File: config.mk
export PLATFORM = sky130hd
export DESIGN_NAME = fsd_top
export DESIGN_NICKNAME = d
export VERILOG_FILES = /design/src/rtl/fsd_top.v /design/src/rtl/fsd_clkdiv.v
export VERILOG_INCLUDE_DIRS = /design/src /design/src/rtl
export SDC_FILE = /design/constraint.sdc
export NUM_CORES = 1
export LEC_CHECK = 0
export BUFFER_PORTS_ARGS = -buffer_cell sky130_fd_sc_hd__buf_2
export CORE_MARGIN = 2
export CORE_UTILIZATION = 38
export CTS_CLUSTER_DIAMETER = 50
export DETAILED_ROUTE_END_ITERATION = 6
export HOLD_SLACK_MARGIN = 0.12
export PLACE_DENSITY = 0.79
export SETUP_SLACK_MARGIN = 0.4
export SYNTH_ARGS = -nofsm -noshare
export SYNTH_HDL_FRONTEND = slang
export SYNTH_SLANG_ARGS = --single-unit
File: constraint.sdc
create_clock -name mclk -period 2.45 [get_ports mclk]
set_input_delay 0.49 -clock mclk [delete_from_list [all_inputs] [get_ports mclk]]
set_output_delay 0.49 -clock mclk [all_outputs]
set_load 0.02 [all_outputs]
File: src/rtl/fsd_regs.vh
// register map, field positions, reset values and counts of the flash security block
`ifndef FSD_REGS_VH
`define FSD_REGS_VH

// register page: wb_adr[15:8] equal to this selects the local registers
`define FSD_REG_PAGE        8'h00
// byte offsets inside the register page
`define FSD_OFS_CLKDIV      8'h00
`define FSD_OFS_OPTIONS     8'h04
`define FSD_OFS_CONFIG      8'h08
`define FSD_OFS_PROT        8'h0C
`define FSD_OFS_STATUS      8'h10

// wb_adr[15] set marks flash, clear marks ram (outside the register page)
`define FSD_FLASH_BIT       15
// key locations: wb_adr[15:5] equal to this, one word each, index wb_adr[4:2]
`define FSD_KEY_PAGE        11'h7FC
`define FSD_KEY_BYTES       4'h8

// flash_clock_divider fields
`define FSD_DIV_LOADED_BIT  7
`define FSD_PRESCALE_BIT    6
`define FSD_DIV_MSB         5
`define FSD_CLKDIV_RST      7'h00

// options_working_register fields
`define FSD_BACKDOOR_ENABLE_BIT_BIT       7
`define FSD_REDIR_BIT       6
`define FSD_SEC_UNSECURE    2'h2

// flash_config_register fields (bits 7:5 stored, 4:0 read zero)
`define FSD_KEY_WRITE_ACCESS_BIT_BIT      5
`define FSD_CONFIG_RST      3'h0

// status register fields
`define FSD_ACCERR_BIT      4

// prescaler terminal count for divide by eight
`define FSD_PRESCALE_LAST   3'h7

`endif

File: src/rtl/fsd_top.v
// flash and ram security gate, backdoor key unlock and flash clock divider registers
//
// The implementer's own choices: the Wishbone slave port and the register offsets.
`timescale 1ns/10ps
`default_nettype none
`include "fsd_regs.vh"

// What this block does
// secured: untrusted writes dropped, reads return zero
// code in secure memory keeps full access
// only security pattern 1:0 means unsecured
// reset copies nonvolatile options into working register
// debug module enable refused while secured
// secured: background entry only if pin low
// backdoor enable zero: no key unlock path
// key access set: key writes are comparisons
// software writes key bytes ascending, never adjacent
// matching key then key access clear unsecures
// key writes only from secure code
// protection register writable by debug only
// passing blank check unsecures until reset
// loaded flag cleared by reset, set by write
// divisor bits accept only first write
// program and erase enabled only once loaded
// prescale bit selects bus clock divided by eight
// flash clock is prescaler output over divisor+1
// software keeps flash clock 150 to 200 kHz
// timing pulses are whole flash clock cycles
// flash write before divider load: access error
// key matches only if all eight in order
module fsd_top (
  input  wire        mclk,
  input  wire        rst,
  input  wire        wb_cyc,
  input  wire        wb_stb,
  input  wire        wb_we,
  input  wire [15:0] wb_adr,
  input  wire [3:0]  wb_sel,
  input  wire [31:0] wb_dat_w,
  output reg  [31:0] wb_dat_r,
  output reg         wb_ack,
  input  wire        src_secure,
  input  wire        src_debug,
  input  wire [7:0]  opt_image,
  input  wire [7:0]  prot_image,
  input  wire [63:0] key_image,
  input  wire        bkgd_pin,
  input  wire        dbg_enable_req,
  input  wire        blank_check_pass,
  output reg         mem_cyc,
  output reg         mem_we,
  output reg  [15:0] mem_adr,
  output reg  [3:0]  mem_sel,
  output reg  [31:0] mem_dat_w,
  input  wire [31:0] mem_dat_r,
  input  wire        mem_ack,
  input  wire        pe_start,
  input  wire [7:0]  pe_pulses,
  output reg         pe_pulse,
  output reg         pe_done,
  output reg         pe_enable,
  output wire        flash_tick,
  output reg         secured,
  output reg         dbg_module_en,
  output reg         bg_entry_ok,
  output reg  [7:0]  prot_working,
  output reg         access_error
);

  localparam ST_IDLE = 3'h1;
  localparam ST_MEM  = 3'h2;
  localparam ST_ACK  = 3'h4;

  reg  [2:0]  state;
  reg  [6:0]  div_reg;
  reg         div_loaded;
  reg  [7:0]  opt_work;
  reg  [2:0]  cfg_hi;
  reg         unsec_latched;
  reg  [3:0]  key_idx;
  reg         key_bad;
  reg         key_unlock;
  reg         bkgd_meta;
  reg         bkgd_sync;
  reg         rst_d;
  reg         boot_bkgd_low;
  reg         pe_busy;
  reg  [7:0]  pe_left;
  reg  [7:0]  rd_byte;

  wire        req;
  wire        in_regs;
  wire        in_flash;
  wire        in_key;
  wire [2:0]  key_sel;
  wire [7:0]  key_byte;
  wire [1:0]  sec_bits;
  wire        is_secured;
  wire        trusted;
  wire        blocked;
  wire        key_acc;
  wire        key_wr;
  wire        byte_wr;
  wire        cfg_wr;
  wire        acc_err_set;
  wire        acc_err_clr;

  assign req      = wb_cyc & wb_stb & state[0];
  assign in_regs  = (wb_adr[15:8] == `FSD_REG_PAGE);
  assign in_flash = wb_adr[`FSD_FLASH_BIT];
  assign in_key   = (wb_adr[15:5] == `FSD_KEY_PAGE);
  assign key_sel  = wb_adr[4:2];
  // key byte k sits in bits 8k+7:8k of the stored image
  assign key_byte = key_image[{key_sel, 3'h0} +: 8];
  assign key_acc  = cfg_hi[`FSD_KEY_WRITE_ACCESS_BIT_BIT-5];
  assign byte_wr  = wb_we & wb_sel[0];

  // an unlock overrides the copied pattern until the next reset
  assign sec_bits   = unsec_latched ? `FSD_SEC_UNSECURE : opt_work[1:0];
  assign is_secured = (sec_bits != `FSD_SEC_UNSECURE);

  // the debug controller never counts as secure code, even if it claims to
  assign trusted = src_secure & ~src_debug;
  assign blocked = is_secured & ~trusted;

  assign key_wr = req & ~in_regs & in_key & key_acc & wb_we;
  assign cfg_wr = req & in_regs & byte_wr & (wb_adr[7:0] == `FSD_OFS_CONFIG);

  // a write that the gate drops never flags an error, so untrusted code learns nothing
  assign acc_err_set = req & ~in_regs & ~key_wr & ~blocked & wb_we & in_flash
                     & ~div_loaded;
  assign acc_err_clr = req & in_regs & byte_wr & (wb_adr[7:0] == `FSD_OFS_STATUS)
                     & wb_dat_w[`FSD_ACCERR_BIT];

  // register read mux; reserved bits read zero
  always @* begin
    rd_byte = 8'h00;
    case (wb_adr[7:0])
      `FSD_OFS_CLKDIV:  rd_byte = {div_loaded, div_reg};
      `FSD_OFS_OPTIONS: rd_byte = {opt_work[7:6], 4'h0, sec_bits};
      `FSD_OFS_CONFIG:  rd_byte = {cfg_hi, 5'h00};
      `FSD_OFS_PROT:    rd_byte = prot_working;
      `FSD_OFS_STATUS:  rd_byte = {3'h0, access_error, 4'h0};
      default:          rd_byte = 8'h00;
    endcase
  end

  // bus slave: registers and gated accesses answer one cycle after the take,
  // forwarded accesses one cycle after mem_ack
  always @(posedge mclk) begin
    if (rst) begin
      state        <= ST_IDLE;
      wb_ack       <= 1'b0;
      wb_dat_r     <= 32'h0000_0000;
      mem_cyc      <= 1'b0;
      mem_we       <= 1'b0;
      mem_adr      <= 16'h0000;
      mem_sel      <= 4'h0;
      mem_dat_w    <= 32'h0000_0000;
      div_reg      <= `FSD_CLKDIV_RST;
      div_loaded   <= 1'b0;
      opt_work     <= opt_image;
      prot_working <= prot_image;
      cfg_hi       <= `FSD_CONFIG_RST;
    end else begin
      wb_ack <= 1'b0;
      case (state)
        ST_IDLE: begin
          if (req) begin
            if (in_regs) begin
              wb_dat_r <= wb_we ? 32'h0000_0000 : {24'h00_0000, rd_byte};
              if (byte_wr) begin
                case (wb_adr[7:0])
                  `FSD_OFS_CLKDIV: begin
                    if (!div_loaded) begin
                      div_reg    <= wb_dat_w[6:0];
                      div_loaded <= 1'b1;
                    end
                  end
                  `FSD_OFS_CONFIG: begin
                    cfg_hi <= wb_dat_w[7:5];
                  end
                  `FSD_OFS_PROT: begin
                    if (src_debug) begin
                      prot_working <= wb_dat_w[7:0];
                    end
                  end
                  default: ;
                endcase
              end
              wb_ack <= 1'b1;
              state  <= ST_ACK;
            end else if (key_wr || blocked || acc_err_set) begin
              // consumed here: compare value, dropped access or refused command
              wb_dat_r <= 32'h0000_0000;
              wb_ack   <= 1'b1;
              state    <= ST_ACK;
            end else begin
              mem_cyc   <= 1'b1;
              mem_we    <= wb_we;
              mem_adr   <= wb_adr;
              mem_sel   <= wb_sel;
              mem_dat_w <= wb_dat_w;
              state     <= ST_MEM;
            end
          end
        end
        ST_MEM: begin
          if (mem_ack) begin
            mem_cyc  <= 1'b0;
            mem_we   <= 1'b0;
            wb_dat_r <= mem_we ? 32'h0000_0000 : mem_dat_r;
            wb_ack   <= 1'b1;
            state    <= ST_ACK;
          end
        end
        // the idle cycle after every answer keeps back-to-back requests apart
        ST_ACK: begin
          state <= ST_IDLE;
        end
        default: begin
          state <= ST_IDLE;
        end
      endcase
    end
  end

  // key comparison; a stray order or wrong byte spoils the whole entry
  always @(posedge mclk) begin
    if (rst) begin
      key_idx    <= 4'h0;
      key_bad    <= 1'b0;
      key_unlock <= 1'b0;
    end else begin
      key_unlock <= 1'b0;
      if (cfg_wr) begin
        if (wb_dat_w[`FSD_KEY_WRITE_ACCESS_BIT_BIT] && !key_acc) begin
          key_idx <= 4'h0;
          key_bad <= 1'b0;
        end else if (!wb_dat_w[`FSD_KEY_WRITE_ACCESS_BIT_BIT] && key_acc) begin
          key_unlock <= opt_work[`FSD_BACKDOOR_ENABLE_BIT_BIT] & ~key_bad
                      & (key_idx == `FSD_KEY_BYTES);
        end
      end else if (key_wr && trusted && opt_work[`FSD_BACKDOOR_ENABLE_BIT_BIT]) begin
        if (key_idx != `FSD_KEY_BYTES && {1'b0, key_sel} == key_idx
            && wb_dat_w[7:0] == key_byte) begin
          key_idx <= key_idx + 4'h1;
        end else begin
          key_bad <= 1'b1;
        end
      end
    end
  end

  // unlock holds until reset
  always @(posedge mclk) begin
    if (rst) begin
      unsec_latched <= 1'b0;
    end else if (key_unlock || blank_check_pass) begin
      unsec_latched <= 1'b1;
    end
  end

  // a new error in the clearing cycle survives the clear
  always @(posedge mclk) begin
    if (rst) begin
      access_error <= 1'b0;
    end else if (acc_err_set) begin
      access_error <= 1'b1;
    end else if (acc_err_clr) begin
      access_error <= 1'b0;
    end
  end

  // pin synchroniser; plain data path so it tracks the pin through reset
  always @(posedge mclk) begin
    bkgd_meta <= bkgd_pin;
    bkgd_sync <= bkgd_meta;
    rst_d     <= rst;
  end

  // the pin level is caught in the first cycle after reset releases
  // limitation: a pin that moves within two cycles of the release may be missed
  always @(posedge mclk) begin
    if (rst) begin
      boot_bkgd_low <= 1'b0;
    end else if (rst_d) begin
      boot_bkgd_low <= ~bkgd_sync;
    end
  end

  // status outputs, one cycle behind the internal state
  // trade-off: one cycle of lag buys outputs that come straight from flops
  always @(posedge mclk) begin
    if (rst) begin
      secured       <= 1'b1;
      dbg_module_en <= 1'b0;
      bg_entry_ok   <= 1'b0;
      pe_enable     <= 1'b0;
    end else begin
      secured       <= is_secured;
      dbg_module_en <= dbg_enable_req & ~is_secured;
      bg_entry_ok   <= ~is_secured | boot_bkgd_low;
      pe_enable     <= div_loaded;
    end
  end

  fsd_clkdiv u_clkdiv (
    .mclk     (mclk),
    .rst      (rst),
    .run      (div_loaded),
    .prescale (div_reg[`FSD_PRESCALE_BIT]),
    .divisor  (div_reg[`FSD_DIV_MSB:0]),
    .tick     (flash_tick)
  );

  // timing pulse train: starts and ends on flash clock edges, so the sequencer
  // only ever gets whole periods; a start while busy is ignored
  always @(posedge mclk) begin
    if (rst) begin
      pe_busy  <= 1'b0;
      pe_left  <= 8'h00;
      pe_pulse <= 1'b0;
      pe_done  <= 1'b0;
    end else begin
      pe_done <= 1'b0;
      // a zero count would wrap and run a train of 256 periods, so it is refused
      if (pe_start && div_loaded && !pe_busy && pe_pulses != 8'h00) begin
        pe_left <= pe_pulses;
        pe_busy <= 1'b1;
      end else if (pe_busy && flash_tick) begin
        if (!pe_pulse) begin
          pe_pulse <= 1'b1;
        end else if (pe_left == 8'h01) begin
          pe_pulse <= 1'b0;
          pe_busy  <= 1'b0;
          pe_left  <= 8'h00;
          pe_done  <= 1'b1;
        end else begin
          pe_left <= pe_left - 8'h01;
        end
      end
    end
  end

endmodule
`default_nettype wire

File: src/rtl/fsd_clkdiv.v
// flash timing clock divider: optional divide by eight, then divide by divisor plus one
`timescale 1ns/10ps
`default_nettype none
`include "fsd_regs.vh"

module fsd_clkdiv (
  input  wire       mclk,
  input  wire       rst,
  input  wire       run,
  input  wire       prescale,
  input  wire [5:0] divisor,
  output reg        tick
);

  reg  [2:0] pre_cnt;
  reg  [5:0] div_cnt;
  wire       pre_tick;

  assign pre_tick = prescale ? (pre_cnt == `FSD_PRESCALE_LAST) : 1'b1;

  // held still until the divisor is loaded so the first period is full length
  always @(posedge mclk) begin
    if (rst || !run) begin
      pre_cnt <= 3'h0;
      div_cnt <= 6'h00;
      tick    <= 1'b0;
    end else begin
      tick    <= 1'b0;
      pre_cnt <= pre_cnt + 3'h1;
      if (pre_tick) begin
        if (div_cnt == divisor) begin
          div_cnt <= 6'h00;
          tick    <= 1'b1;
        end else begin
          div_cnt <= div_cnt + 6'h01;
        end
      end
    end
  end

endmodule
`default_nettype wire

==> metrics.txt <==
share of layout cells above drive strength 1=57.3%; Vias per Instance=roughly 5.4; Skew-Pair Late Insertion Delay=between 0.4 and 0.5 ns; post-layout min period=around 2.2 ns; Worst-Margin Slew=0.612 ns; GRT overflow=0; WL/cell=19.5 um; Root Driver=clkbuf_16; width of the die=138 um; final cell count without fillers=1388; DP HPWL=17.2 mm; EDFF count, synth=12; Nets=~1300; final setup TNS=0 ns; Setup crit end kind=flip-flop; WHS=0.170 ns; Flop pwr share=between 30 and 40%; violated checks=design-rule violations; internal power=4.94 mW; startpoint types=input pin; Post-Synthesis Cells=788; maximum clock insertion buffer count=2; met2 usage=43.5%; Regs by FF count=mem_dat_w: 32 flops, wb_dat_r: 32 flops, mem_adr: 16 flops; synthesized area=6790 sq um; status=complete, but fails checks; peak supply drop=539 uV; initial DRC count=between 300 and 400; Reg clk slew, reported paths=about 0.06 ns; Crit Path Max Fanout=6; Routed Antenna Nets=0; post-synth top area cell=dfxtp_1; FP Rows=48; Synth area leaders=dfxtp_1 (41%), nand2_1 (8.7%), a21oi_1 (6.7%); Initial Utilization=39.0%; post-synth top area share=40.7%; final hold vios=0; Hold Path Class=in -> reg; combinational share of power=17.1%; syn avg cell area=8.62 sq um; commonest non-fill, non-tap cell in the layout=buf_2; Clock Skew=0.0123 ns; synth warn=0; flops & latches, synth=150; GRT Total Usage=24.6%; Placed Cells=between 1000 and 1500; CTS buffer count=17; main flop type after synthesis=dfxtp_1; FFs w/ async S/R, synth=0%; Switch Pwr=1.72 mW; PortBufs=approximately 280; register area share after synthesis=46.0%; Initial DRT Pass Iterations=7; syn nets=979; die area=between 15000 and 20000 sq um; Clk pwr share=between 40% and 50%; switching share of power=25.8%; most frequent cells in the layout=buf_2 (277), dfxtp_1 (132), nand2_1 (83), a21oi_2 (69), buf_4 (66); Power Density=579 nW/um^2; global route hottest layer=met2; I/O pin count=287; number of remaining DRC errors=1; crit path DAT=around 2.6 ns; max_slew headroom=59.2%; CTS H-tree lvls=4; CTS tree=built; LEAKAGE=just under 5 nW; final estimated routing congestion in global placement=between 0.8 and 0.9; Crit Path Class=in -> reg; DP Worst Slack=-0.364 ns; final worst setup slack=0.204 ns; grt met1 use=~29%; hold_buf cts=0; die height=138 um; first-pass GRT wire length=35.2 mm; final wirelength=~27 mm; vias in the first global route=6710; Core Footprint=17400 sq um; largest net degree at the start of global routing=42; Netlist cell types=65; final period utilization=91.7%; Clock Sinks=150; area delta synth->final=69.5%; met3 Use GR=under 10%; fmax=0.445 GHz; setup violators final=0; initial antenna violation count=2; CP required=2.76 ns; unrepaired setup endpoints after global routing=yes; max_cap viols=0; Final Max Slew Viols=0; via count=about 7500
worst paths after layout:
check / to / cells past startpoint / slack (ns) / startpoint
min: bkgd_meta / 1 / 0.17 / bkgd_pin
max reg2reg: key_idx[2] / 7 / 0.22 / key_idx[0]
max: key_idx[2] / 9 / 0.20 / wb_adr[2]
min reg2reg: bkgd_sync / 0 / 0.32 / bkgd_meta
synth_stat cells (4+ instances only):
library cell and count:
or4_1 5, a221oi_1 8, xor2_1 11, o21ai_0 12, edfxtp_1 12, nand4_1 8, dfxtp_1 138, a2111oi_0 4
o22ai_1 10, nor3_1 20, mux2_2 20, buf_6 5, inv_1 14, nand2b_1 11, nor4_1 8, a211oi_1 11
nand2_1 157, nor2_1 54, nand3_1 29, clkbuf_1 30, ha_1 7, or3_1 9, mux2i_1 28, buf_2 11
xnor2_1 7, o21a_1 4, a22o_1 6, a21oi_1 91
cell families after synthesis:
family	share of synthesized area (%)
muxes	8.33
xor gates and xnor gates	2.32
AOI/OAI and AO/OA	15.3
adders and majority gates	1.29
and+or+nand+nor	22.6
buffers and inverters	4.24
DFF	46.0
routing by layer:
metal	part of all wire (%)	wire (um)
met1	39	10500
met2	51	13900
met3	6.7	1810
met4	2.9	793
met5	0.026	7
worst max-delay path, cell delays in order:
cell and delay, ns:
buf_2 0.15, buf_6 0.14, xor2_1 0.15, or4_4 0.52, nor4b_4 0.30, nand4_1 0.18, buf_4 0.19, o31a_1 0.27
o21a_1 0.16
what timing repair did:
| item | 4_1_cts | 5_1_grt |
|---|---|---|
| cloned | 9 | 10 |
| buffers inserted | 8 | 7 |
| setup endpoints to repair | 102 | 110 |
| resized for setup | 31 | 266 |
| pin swaps | 16 | 149 |
area by class of cell:
| cell class | instances | area [sq um] |
|---|---|---|
| timing repair buffer | 390 | 2810 |
| tap | 225 | 282 |
| fill | 1342 | 5900 |
| clock inverter | 9 | 131 |
| clock buffer | 23 | 532 |
| inverter | 14 | 52.6 |
| sequential | 150 | 3130 |
| antenna | 1 | 2.50 |
| multi-input combinational | 576 | 4570 |
power by group through the flow:
stage	registers (mW)	logic [mW]	clock network [mW]
finish	2.61	1.14	2.91
CTS	2.59	0.917	2.94
floorplan	2.72	0.354	0
detailed placement	2.65	0.809	0
global route	2.62	1.20	3.04
global placement	2.64	0.798	0
through the flow:
| step | total power [mW] | cell area [sq um] | util (%) |
|---|---|---|---|
| floorplan | 3.07 | 7050 | - |
| global placement | 3.44 | 9060 | 52.0 |
| detailed placement | 3.45 | 9060 | 52.0 |
| CTS | 6.45 | 10200 | 58.4 |
| global route | 6.87 | 11500 | 66.1 |
| finish | 6.66 | 11500 | 66.1 |
No activity file was read; power rests on OpenSTA's default activity.
